### config.mk
export PLATFORM = sky130hd
export DESIGN_NAME = disk_command_parameter_decode
export DESIGN_NICKNAME = d
export VERILOG_FILES = /design/src/disk_param_pkg.sv /design/src/disk_command_parameter_decode.sv
export SDC_FILE = /design/constraint.sdc
export NUM_CORES = 1
export LEC_CHECK = 0
export BUFFER_PORTS_ARGS = -buffer_cell sky130_fd_sc_hd__buf_2
export CAP_MARGIN = 20
export CELL_PAD_IN_SITES_DETAIL_PLACEMENT = 0
export CELL_PAD_IN_SITES_GLOBAL_PLACEMENT = 1
export CORE_UTILIZATION = 47
export CTS_CLUSTER_SIZE = 25
export DETAILED_ROUTE_END_ITERATION = 10
export PLACE_DENSITY = 0.8
export SLEW_MARGIN = 0
export SYNTH_ARGS = -nofsm -noshare
export SYNTH_HDL_FRONTEND = slang
export SYNTH_SLANG_ARGS = --single-unit
### constraint.sdc
create_clock -name pclk -period 7.1 [get_ports pclk]
set_clock_uncertainty 0.2 [all_clocks]
set_input_delay 0.71 -clock pclk [delete_from_list [all_inputs] [get_ports pclk]]
set_output_delay 0.71 -clock pclk [all_outputs]
set_load 0.01 [all_outputs]
### src/disk_param_pkg.sv
package disk_param_pkg;
  // -----------------------------------------------------------------
  // register byte offsets
  // -----------------------------------------------------------------
  localparam logic [7:0] OFS_MAIN_STATUS = 8'h00; // select line low
  localparam logic [7:0] OFS_DATA = 8'h04; // select line high
  localparam logic [7:0] OFS_CONFIG = 8'h08;
  localparam logic [7:0] OFS_PARAMS = 8'h0c;
  localparam logic [7:0] OFS_COMMAND = 8'h10;
  localparam logic [7:0] OFS_CYLINDER = 8'h14;
  localparam int SEL_LINE_BIT = 2; // address bit acting as select line
  // -----------------------------------------------------------------
  // config field positions
  // -----------------------------------------------------------------
  localparam int CFG_STEP_LSB = 0; // step_interval_code [3:0]
  localparam int CFG_DRV_LSB = 4; // drive_select [5:4]
  localparam int CFG_NODMA_BIT = 6; // no_dma_flag
  localparam int CFG_SKIP_BIT = 7; // skip_deleted_flag
  localparam int CFG_STRIDE_LSB = 8; // scan_sector_stride [9:8]
  localparam logic [9:0] CFG_RESET = 10'h000;
  // -----------------------------------------------------------------
  // params field positions
  // -----------------------------------------------------------------
  localparam int PAR_TCYL_LSB = 0; // target_cylinder
  localparam int PAR_REC_LSB = 8; // record (sector number)
  localparam int PAR_LAST_LSB = 16; // last_sector_number
  localparam int PAR_SIZE_LSB = 24; // sector size code [26:24]
  localparam logic [26:0] PAR_RESET = 27'h0000000;
  // -----------------------------------------------------------------
  // command codes
  // -----------------------------------------------------------------
  localparam logic [2:0] CMD_SEEK = 3'h1;
  localparam logic [2:0] CMD_READ = 3'h2;
  localparam logic [2:0] CMD_WRITE = 3'h3;
  localparam logic [2:0] CMD_SCAN = 3'h4;
  localparam logic [2:0] CMD_SENSE = 3'h5;
  // -----------------------------------------------------------------
  // timing and counts
  // -----------------------------------------------------------------
  localparam int CLK_PERIOD_NS = 4;
  localparam int STEP_UNIT_NS = 1000000; // 1 ms per code step
  localparam int STEP_UNIT_CYC = STEP_UNIT_NS / CLK_PERIOD_NS;
  localparam logic [4:0] STEP_MAX_MS = 5'h10; // code 0 -> 16 ms
  localparam logic [15:0] SECTOR_BASE_BYTES = 16'h0080; // size code 0
  localparam logic [2:0] RES_LEN_RW = 3'h4;
  localparam logic [2:0] RES_LEN_SENSE = 3'h2;
  // -----------------------------------------------------------------
  // sequencer states
  // -----------------------------------------------------------------
  typedef enum logic [2:0] {
    ST_IDLE = 3'b000,
    ST_SEEK = 3'b001,
    ST_LOCATE = 3'b011,
    ST_XFER = 3'b010,
    ST_RESULT = 3'b110
  } seq_e;
endpackage

### src/disk_command_parameter_decode.sv
// Local design decisions: the register offsets and the APB register port.
`timescale 1ns/1ns
module disk_command_parameter_decode
  import disk_param_pkg::*;
#(
  parameter int STEP_UNIT_CYCLES = STEP_UNIT_CYC // cycles per ms
)(
  input wire logic pclk,
  input wire logic presetn,
  input wire logic psel,
  input wire logic penable,
  input wire logic pwrite,
  input wire logic [7:0] paddr,
  input wire logic [31:0] pwdata,
  output logic [31:0] prdata,
  output logic pready,
  output logic pslverr,
  input wire logic disk_id_tgl, // toggles per sector id seen
  input wire logic [7:0] disk_id_sector,
  input wire logic disk_id_deleted,
  input wire logic disk_byte_tgl, // toggles per data byte slot
  input wire logic [7:0] disk_rd_byte,
  output logic [3:0] drive_sel_o,
  output logic [3:0] step_o,
  output logic dir_o,
  output logic [7:0] disk_wr_byte_o,
  output logic disk_wr_tgl_o,
  output logic dma_req_o,
  output logic data_ready_o
);
  import disk_param_pkg::*;

  // -----------------------------------------------------------------
  // declarations
  // -----------------------------------------------------------------
  seq_e state_ff; // sequencer state
  logic [9:0] cfg_ff; // config register
  logic [26:0] par_ff; // command parameters
  logic [2:0] cmd_ff; // command in progress
  logic [7:0] cur_cyl_ff; // current_cylinder
  logic [7:0] rec_ff; // sector being sought
  logic [15:0] byte_cnt_ff; // bytes left in sector
  logic [23:0] step_cnt_ff; // step spacing timer
  logic [7:0] hold_ff; // data holding byte
  logic hold_full_ff; // holding byte valid
  logic overrun_ff; // data late
  logic mismatch_ff; // scan compare failed
  logic deleted_ff; // deleted mark seen on sought sector
  logic eot_ff; // ended at last sector
  logic seek_end_ff; // seek finished, awaiting sense
  logic [7:0] res_ff [4]; // result bytes
  logic [2:0] res_len_ff; // result bytes to read
  logic [2:0] res_idx_ff; // next result byte
  logic [2:0] id_sync_ff; // id toggle sync and history
  logic [2:0] byte_sync_ff; // byte toggle sync and history
  logic [8:0] id_meta_ff; // id fields, first stage
  logic [8:0] id_dat_ff; // id fields, second stage
  logic [7:0] rd_meta_ff; // read byte, first stage
  logic [7:0] rd_dat_ff; // read byte, second stage
  logic acc; // apb access with answer
  logic wr_acc; // write takes effect
  logic rd_acc; // read completes
  logic cmd_go; // command accepted
  logic id_evt; // sector id arrived
  logic byte_evt; // data byte slot arrived
  logic id_hit; // id matches record
  logic sec_done; // last byte of sector
  logic at_last; // record equals last sector
  logic [7:0] rec_step; // record increment
  logic [4:0] step_ms; // step spacing in ms
  logic host_fills; // host supplies bytes
  logic [31:0] rd_mux; // read data selection

  // -----------------------------------------------------------------
  // bus decode
  // -----------------------------------------------------------------
  assign acc = psel && penable && pready;
  assign wr_acc = acc && pwrite;
  assign rd_acc = acc && !pwrite;
  assign cmd_go = wr_acc && paddr == OFS_COMMAND && state_ff == ST_IDLE;
  assign host_fills = cmd_ff == CMD_WRITE || cmd_ff == CMD_SCAN;
  // inverse code: 16 - code, so f gives 1 ms
  assign step_ms = STEP_MAX_MS - {1'b0, cfg_ff[CFG_STEP_LSB +: 4]};
  // scan with stride two skips alternate sectors
  assign rec_step = (cmd_ff == CMD_SCAN &&
                     cfg_ff[CFG_STRIDE_LSB +: 2] == 2'h2) ? 8'h02 : 8'h01;
  assign id_hit = id_dat_ff[7:0] == rec_ff;
  assign at_last = rec_ff == par_ff[PAR_LAST_LSB +: 8];
  // sector ends once all bytes moved and a read byte was taken
  assign sec_done = state_ff == ST_XFER && byte_cnt_ff == 16'h0000 &&
                    !(hold_full_ff && !host_fills);
  assign id_evt = id_sync_ff[1] ^ id_sync_ff[2];
  assign byte_evt = byte_sync_ff[1] ^ byte_sync_ff[2];

  // -----------------------------------------------------------------
  // apb answer, one wait state
  // -----------------------------------------------------------------
  always_ff @(posedge pclk or negedge presetn)
  begin
    if (!presetn)
    begin
      pready <= 1'b0;
      pslverr <= 1'b0;
      prdata <= 32'h00000000;
    end
    else if (psel && penable && !pready)
    begin
      pready <= 1'b1;
      prdata <= rd_mux;
      pslverr <= !(paddr == OFS_MAIN_STATUS || paddr == OFS_DATA ||
                   paddr == OFS_CONFIG || paddr == OFS_PARAMS ||
                   paddr == OFS_COMMAND || paddr == OFS_CYLINDER);
    end
    else
    begin
      pready <= 1'b0;
      pslverr <= 1'b0;
    end
  end

  // read mux; full address decode picks the register
  always_comb
  begin
    rd_mux = 32'h00000000;
    unique case (paddr)
      OFS_MAIN_STATUS:
        rd_mux = {27'h0000000, state_ff == ST_SEEK,
                  host_fills && state_ff != ST_IDLE, hold_full_ff,
                  state_ff == ST_RESULT, state_ff != ST_IDLE};
      OFS_DATA:
      begin
        if (state_ff == ST_RESULT)
          rd_mux = {24'h000000, res_ff[res_idx_ff[1:0]]};
        else
          rd_mux = {24'h000000, hold_ff};
      end
      OFS_CONFIG: rd_mux = {22'h000000, cfg_ff};
      OFS_PARAMS: rd_mux = {5'h00, par_ff};
      OFS_CYLINDER: rd_mux = {24'h000000, cur_cyl_ff};
      default: rd_mux = 32'h00000000;
    endcase
  end

  // -----------------------------------------------------------------
  // software registers
  // -----------------------------------------------------------------
  always_ff @(posedge pclk or negedge presetn)
  begin
    if (!presetn)
    begin
      cfg_ff <= CFG_RESET;
      par_ff <= PAR_RESET;
    end
    else if (wr_acc && paddr == OFS_CONFIG)
      cfg_ff <= pwdata[9:0];
    else if (wr_acc && paddr == OFS_PARAMS)
      par_ff <= pwdata[26:0];
  end

  // -----------------------------------------------------------------
  // pin synchronisers, two flops before use
  // -----------------------------------------------------------------
  always_ff @(posedge pclk or negedge presetn)
  begin
    if (!presetn)
    begin
      id_sync_ff <= 3'h0;
      byte_sync_ff <= 3'h0;
      id_meta_ff <= 9'h000;
      id_dat_ff <= 9'h000;
      rd_meta_ff <= 8'h00;
      rd_dat_ff <= 8'h00;
    end
    else
    begin
      id_sync_ff <= {id_sync_ff[1:0], disk_id_tgl};
      byte_sync_ff <= {byte_sync_ff[1:0], disk_byte_tgl};
      id_meta_ff <= {disk_id_deleted, disk_id_sector};
      id_dat_ff <= id_meta_ff;
      rd_meta_ff <= disk_rd_byte;
      rd_dat_ff <= rd_meta_ff;
    end
  end

  // -----------------------------------------------------------------
  // command sequencer
  // -----------------------------------------------------------------
  always_ff @(posedge pclk or negedge presetn)
  begin
    if (!presetn)
    begin
      state_ff <= ST_IDLE;
      cmd_ff <= 3'h0;
      rec_ff <= 8'h00;
      byte_cnt_ff <= 16'h0000;
      res_idx_ff <= 3'h0;
      res_len_ff <= 3'h0;
    end
    else
    begin
      unique case (state_ff)
        ST_IDLE:
        begin
          if (cmd_go)
          begin
            cmd_ff <= pwdata[2:0];
            rec_ff <= par_ff[PAR_REC_LSB +: 8];
            res_idx_ff <= 3'h0;
            if (pwdata[2:0] == CMD_SEEK)
              state_ff <= ST_SEEK;
            else if (pwdata[2:0] == CMD_SENSE)
            begin
              res_len_ff <= RES_LEN_SENSE;
              state_ff <= ST_RESULT;
            end
            else if (pwdata[2:0] == CMD_READ || pwdata[2:0] == CMD_WRITE ||
                     pwdata[2:0] == CMD_SCAN)
              state_ff <= ST_LOCATE;
          end
        end
        ST_SEEK:
        begin
          // done once head sits on the target
          if (cur_cyl_ff == par_ff[PAR_TCYL_LSB +: 8])
            state_ff <= ST_IDLE;
        end
        ST_LOCATE:
        begin
          if (id_evt && id_hit)
          begin
            // deleted mark with skip set: pass over it
            if (id_dat_ff[8] && cfg_ff[CFG_SKIP_BIT])
            begin
              rec_ff <= rec_ff + rec_step;
              if (at_last)
              begin
                res_len_ff <= RES_LEN_RW;
                state_ff <= ST_RESULT;
              end
            end
            else
            begin
              byte_cnt_ff <= SECTOR_BASE_BYTES <<
                             par_ff[PAR_SIZE_LSB +: 3];
              state_ff <= ST_XFER;
            end
          end
        end
        ST_XFER:
        begin
          if (byte_evt && byte_cnt_ff != 16'h0000)
            byte_cnt_ff <= byte_cnt_ff - 16'h0001;
          if (sec_done)
          begin
            rec_ff <= rec_ff + rec_step;
            if (at_last)
            begin
              res_len_ff <= RES_LEN_RW;
              state_ff <= ST_RESULT;
            end
            else
              state_ff <= ST_LOCATE;
          end
        end
        ST_RESULT:
        begin
          // each data read pops one result byte
          if (rd_acc && paddr == OFS_DATA)
          begin
            res_idx_ff <= res_idx_ff + 3'h1;
            if (res_idx_ff + 3'h1 == res_len_ff)
              state_ff <= ST_IDLE;
          end
        end
        default: state_ff <= ST_IDLE;
      endcase
    end
  end

  // -----------------------------------------------------------------
  // step timer and head position
  // -----------------------------------------------------------------
  always_ff @(posedge pclk or negedge presetn)
  begin
    if (!presetn)
    begin
      step_cnt_ff <= 24'h000000;
      cur_cyl_ff <= 8'h00;
      step_o <= 4'h0;
      dir_o <= 1'b0;
    end
    else
    begin
      step_o <= 4'h0;
      if (state_ff != ST_SEEK)
        step_cnt_ff <= 24'h000000;
      else if (step_cnt_ff != 24'h000000)
        step_cnt_ff <= step_cnt_ff - 24'h000001;
      else if (cur_cyl_ff != par_ff[PAR_TCYL_LSB +: 8])
      begin
        // one pulse to the selected unit, then reload
        step_o[cfg_ff[CFG_DRV_LSB +: 2]] <= 1'b1;
        dir_o <= par_ff[PAR_TCYL_LSB +: 8] > cur_cyl_ff;
        step_cnt_ff <= 24'(step_ms * STEP_UNIT_CYCLES) -
                       24'h000001;
        if (par_ff[PAR_TCYL_LSB +: 8] > cur_cyl_ff)
          cur_cyl_ff <= cur_cyl_ff + 8'h01;
        else
          cur_cyl_ff <= cur_cyl_ff - 8'h01;
      end
    end
  end

  // drive select outputs, one-hot
  always_ff @(posedge pclk or negedge presetn)
  begin
    if (!presetn)
      drive_sel_o <= 4'h0;
    else
      drive_sel_o <= 4'h1 << cfg_ff[CFG_DRV_LSB +: 2];
  end

  // -----------------------------------------------------------------
  // data holding byte and transfer
  // -----------------------------------------------------------------
  always_ff @(posedge pclk or negedge presetn)
  begin
    if (!presetn)
    begin
      hold_ff <= 8'h00;
      hold_full_ff <= 1'b0;
      disk_wr_byte_o <= 8'h00;
      disk_wr_tgl_o <= 1'b0;
    end
    else if (state_ff != ST_XFER)
      hold_full_ff <= 1'b0;
    else if (byte_evt && byte_cnt_ff != 16'h0000 && !host_fills)
    begin
      // disk byte in wins over a same-cycle host read
      hold_ff <= rd_dat_ff;
      hold_full_ff <= 1'b1;
    end
    else if (byte_evt && byte_cnt_ff != 16'h0000)
    begin
      // write and scan consume the host byte
      if (cmd_ff == CMD_WRITE)
      begin
        disk_wr_byte_o <= hold_ff;
        disk_wr_tgl_o <= !disk_wr_tgl_o;
      end
      hold_full_ff <= 1'b0;
    end
    else if (wr_acc && paddr == OFS_DATA && host_fills)
    begin
      hold_ff <= pwdata[7:0];
      hold_full_ff <= 1'b1;
    end
    else if (rd_acc && paddr == OFS_DATA && !host_fills)
      hold_full_ff <= 1'b0;
  end

  // request outputs: dma or polled, never both
  always_ff @(posedge pclk or negedge presetn)
  begin
    if (!presetn)
    begin
      dma_req_o <= 1'b0;
      data_ready_o <= 1'b0;
    end
    else
    begin
      // no host byte asked for once the sector count is spent
      dma_req_o <= state_ff == ST_XFER && !cfg_ff[CFG_NODMA_BIT] &&
                   (hold_full_ff ^ host_fills) &&
                   (byte_cnt_ff != 16'h0000 || hold_full_ff);
      data_ready_o <= state_ff == ST_XFER && cfg_ff[CFG_NODMA_BIT] &&
                      (hold_full_ff ^ host_fills) &&
                      (byte_cnt_ff != 16'h0000 || hold_full_ff);
    end
  end

  // -----------------------------------------------------------------
  // outcome flags and result bytes
  // -----------------------------------------------------------------
  always_ff @(posedge pclk or negedge presetn)
  begin
    if (!presetn)
    begin
      overrun_ff <= 1'b0;
      mismatch_ff <= 1'b0;
      deleted_ff <= 1'b0;
      eot_ff <= 1'b0;
    end
    else if (cmd_go)
    begin
      overrun_ff <= 1'b0;
      mismatch_ff <= 1'b0;
      deleted_ff <= 1'b0;
      eot_ff <= 1'b0;
    end
    else
    begin
      if (state_ff == ST_XFER && byte_evt &&
          (hold_full_ff != host_fills))
        overrun_ff <= 1'b1;
      // byte-by-byte scan compare
      if (state_ff == ST_XFER && byte_evt && cmd_ff == CMD_SCAN &&
          hold_full_ff && hold_ff != rd_dat_ff)
        mismatch_ff <= 1'b1;
      if (state_ff == ST_LOCATE && id_evt && id_hit && id_dat_ff[8])
        deleted_ff <= 1'b1;
      if ((sec_done || state_ff == ST_LOCATE) && at_last)
        eot_ff <= 1'b1;
    end
  end

  // seek end flag; finishing seek wins over sense clear
  always_ff @(posedge pclk or negedge presetn)
  begin
    if (!presetn)
      seek_end_ff <= 1'b0;
    else if (state_ff == ST_SEEK &&
             cur_cyl_ff == par_ff[PAR_TCYL_LSB +: 8])
      seek_end_ff <= 1'b1;
    else if (cmd_go && pwdata[2:0] == CMD_SENSE)
      seek_end_ff <= 1'b0;
  end

  // result bytes: sense captured at command accept, others every cycle of locate and transfer
  always_ff @(posedge pclk or negedge presetn)
  begin
    if (!presetn)
    begin
      res_ff[0] <= 8'h00;
      res_ff[1] <= 8'h00;
      res_ff[2] <= 8'h00;
      res_ff[3] <= 8'h00;
    end
    else if (cmd_go && pwdata[2:0] == CMD_SENSE)
    begin
      res_ff[0] <= {2'h0, seek_end_ff, 3'h0,
                    cfg_ff[CFG_DRV_LSB +: 2]};
      res_ff[1] <= cur_cyl_ff;
    end
    else if (state_ff != ST_RESULT && state_ff != ST_IDLE &&
             state_ff != ST_SEEK)
    begin
      res_ff[0] <= {6'h00, cfg_ff[CFG_DRV_LSB +: 2]};
      res_ff[1] <= {eot_ff, 3'h0, overrun_ff, 3'h0};
      res_ff[2] <= {1'b0, deleted_ff, 1'b0, 1'b0, mismatch_ff, 3'h0};
      res_ff[3] <= {3'h0, dir_o, 2'h0, cfg_ff[CFG_DRV_LSB +: 2]};
    end
  end
endmodule // disk_command_parameter_decode

==> metrics.cfg <==
[worst_setup_path]
crit_type = reg2reg
path_max_fanout = 21
reg2reg_slack_ns = 1.53
cp.required_ns = 7.32
reg2regPathDepth = 18
startpoint_type = register
critPathCaptureType = register
arrival_ns = 5.79

[cells_and_area]
antenna-diode-count = 0
seqCellArea_um2 = 5580
layout-drive-gt1-share_pct = 18.4
area_growth_pct = 14.7
finalNetCount = 1354
num-fill-cells = 2186
multi_input_area_um2 = 5640
fin_util_pct = 54.9

[routing]
antenna_left = 0
vias = 8506
remaining_drc_errors = 0
wire_per_inst_um = 17.2
via_per_inst = 5.41
first_iter_violations = 507
wirelength_um = 27000
drtPass1Iterations = 7

[sta]
tns_ns = 0
worst_slew_pin_slew_ns = 0.962
hold_viol = 0
maxSlewHeadroom_pct = 35.4
setup_viol = 0
finalWorstPathRequiredPeriod_ns = 5.57
rsz0062_at_grt = false
max_freq_ghz = 0.179
post-route-period-util_pct = 78.5
finalMaxSlewViolations = 0

[yosys]
syn_area_um2 = 11600
synth.avg_cell_area_um2 = 10.2
ys.flop_type = dfrtp_1
synth-seq-area-share_pct = 48.0
syn-instance-count = 1141
ys_types = 65
synth-edff-count = 0
ys.warnings.count = 0
ys_async_sr_fraction_pct = 100
ys_ff_latch = 223

[clocking]
cts_max_level = 1
clock_latency_ns = 0.53
cts_tree = built
clk_pin_slew_worst_paths_ns = 0.06
cts_buffer_depth = 3
cts-root-buf = clkbuf_16
cts.sinks = 223
cts_inserted_buffers = 25

[power]
vdd_ir_drop_max_mv = 0.458
p_leak_nw = 6.31
p_per_area_nw_per_um2 = 346

[run]
cap_violations = 0

[global_route]
grt_max_degree = 88
grt_usage_pct = 21.7
met3_usage_pct = 3.39
antenna_found_initial = 0
gr-total-overflow = 0
use_met1_pct = 29.3
grt_pass1_vias = 8315
grt_pass1_wl_um = 44200
grtUsageMet2_pct = 36.5
grt_busiest_layer = met2

[die]
dieArea_um2 = 25400
core_area_um2 = 24200
row_count = 57
initial_utilization_pct = 47.9
design.portCount = 118
die_width_um = 159
die_h_um = 159

[status]
status = finished clean

[placement]
io_buffer_count = 107
gp_congestion = 0.837
place_hpwl_um = 19400

[hold_path]
hold_path_class = in2reg
hold_depth = 1

[layout by cell type, fill, tap and decap left out, types with 10 or more instances in the layout]
master / instances
nand3_1: 15
mux2_2: 51
clkbuf_16: 25
nor2b_1: 15
nor4_1: 17
nor2_1: 92
nand2_1: 117
xor2_1: 34
inv_1: 44
nor3_1: 35
xnor2_1: 60
a211oi_1: 20
a22o_1: 23
o21ai_0: 51
o22ai_1: 10
buf_2: 106
or3_1: 13
dfrtp_1: 223
a21o_1: 10
buf_4: 13
mux2i_1: 12
nand4_1: 10
a21oi_1: 62
ha_1: 50
[cell families (layout without fill, tap and decap cells)]
| group | Yosys count | in the layout | share of synthesized area [%] |
|---|---|---|---|
| other cells | 1 | 5 | 0.0323 |
| buf+inv | 105 | 209 | 3.66 |
| xor+xnor | 94 | 94 | 7.09 |
| compound gates | 230 | 230 | 13.0 |
| fa+ha+maj | 58 | 58 | 6.76 |
| flops | 223 | 223 | 48.0 |
| mux | 65 | 65 | 6.24 |
| simple gates | 365 | 365 | 15.2 |
[per-stage QoR]
| stage | cell area [µm²] | total power [mW] | worst slack (ns) | std cells | hold WS (ns) |
|---|---|---|---|---|---|
| 2_1_floorplan | 11600 | 2.86 | 1.46 | 1145 | 0.131 |
| 3_3_place_gp | 12400 | 3.23 | 1.62 | 1527 | 0.132 |
| 3_5_place_dp | 12400 | 3.25 | 1.54 | 1527 | 0.135 |
| 4_1_cts | 13300 | 4.66 | 1.52 | 1572 | 0.0670 |
| 5_1_grt | 13300 | 4.94 | 1.17 | 1573 | 0.0596 |
| 6_report | 13300 | 4.61 | 1.53 | 1573 | 0.0850 |
[worst max-delay path, stage by stage (launching register included)]
cell and delay [ns]:
dfrtp_1 0.35, buf_4 0.21, inv_1 0.18, ha_1 0.34
nor3b_1 0.59, buf_4 0.28, fa_1 0.44, fa_1 0.56
inv_1 0.04, ha_1 0.29, ha_1 0.38, inv_1 0.06
o22a_1 0.22, a31oi_1 0.18, a311o_1 0.19, nand2_1 0.10
nor2_1 0.11, or4b_2 0.58, a21oi_1 0.15
[synthesized netlist by cell type, drive strengths merged, types with 3 or more instances]
library cell	number	area, µm²
dfrtp	223	5580
nand2	117	439
nor2	93	349
a21oi	62	310
xnor2	60	526
mux2	53	604
o21ai	53	265
ha	50	626
clkbuf	45	170
inv	44	165
nor3	36	180
xor2	34	298
a22o	23	201
a211oi	21	170
nor4	17	106
buf	16	90.1
nand3	15	75.1
nor2b	15	93.8
or3	14	92.6
mux2i	12	120
a21o	10	75.1
nand4	10	62.6
o22ai	10	62.6
a221oi	8	70.1
fa	8	160
a22oi	7	52.6
a31oi	7	43.8
nand3b	7	52.6
nor3b	7	57.6
and3	5	31.3
o21a	5	37.5
o31ai	5	37.5
or2	5	31.3
or4	5	37.5
and2	4	25.0
nand2b	4	25.0
a221o	3	30.0
a41oi	3	26.3
nor4b	3	32.5
nor4bb	3	30.0
[final cells by class]
type | count | share of cell area (%)
inverter | 44 | 1.24
tap | 324 | 3.04
multi-input combinational | 817 | 42.3
timing repair buffer | 121 | 4.90
sequential | 223 | 41.9
clock inverter | 8 | 1.08
clock buffer | 36 | 5.53
[registers in the layout, summed over array words and instances, names as in the netlist, 4 cells and up]
| name | count |
|---|---|
| rd_dat_ff | 8 |
| prdata | 27 |
| step_o | 4 |
| step_cnt_ff | 24 |
| id_dat_ff | 9 |
| disk_wr_byte_o | 8 |
| byte_cnt_ff | 16 |
| cfg_ff | 10 |
| hold_ff | 8 |
| drive_sel_o | 4 |
| id_meta_ff | 9 |
| res_ff | 16 |
| rec_ff | 8 |
| rd_meta_ff | 8 |
| par_ff | 27 |
| cur_cyl_ff | 8 |
[where the power goes]
part / leakage (nW) / switching [mW] / total (mW) / internal [mW]
sequential: 2.88 / 0.243 / 1.69 / 1.44
combinational: 3.00 / 0.933 / 1.56 / 0.624
clock: 0.436 / 0.508 / 1.37 / 0.861
total: 6.31 / 1.68 / 4.61 / 2.93
[path summary, 6_finish.rpt]
check                                               to                     from
setup / recovery           step_cnt_ff[23]$_DFFE_PN0P_    cfg_ff[0]$_DFFE_PN0P_
max in group asynchronous       hold_ff[2]$_DFFE_PN0P_                  presetn
setup reg to reg           step_cnt_ff[23]$_DFFE_PN0P_    cfg_ff[0]$_DFFE_PN0P_
min in group asynchronous  step_cnt_ff[22]$_DFFE_PN0P_                  presetn
hold / removal                 id_meta_ff[5]$_DFF_PN0_        disk_id_sector[5]
hold reg to reg                 rd_dat_ff[7]$_DFF_PN0_  rd_meta_ff[7]$_DFF_PN0_
[metal layers]
metal	wire, µm	up-vias
li1	-	4192
met1	12200	4106
met2	13000	174
met3	1200	34
met4	616	0
met5	0	-
[repair_timing]
item / CTS / global route
endpoints found under the setup margin: 0 / 0
buffers inserted: 0 / 0
gates resized for setup: 0 / 0
hold buffers: 1 / 0
endpoints found under the hold margin: 2 / 0
Note: power is estimated with default switching activity, not from simulation.
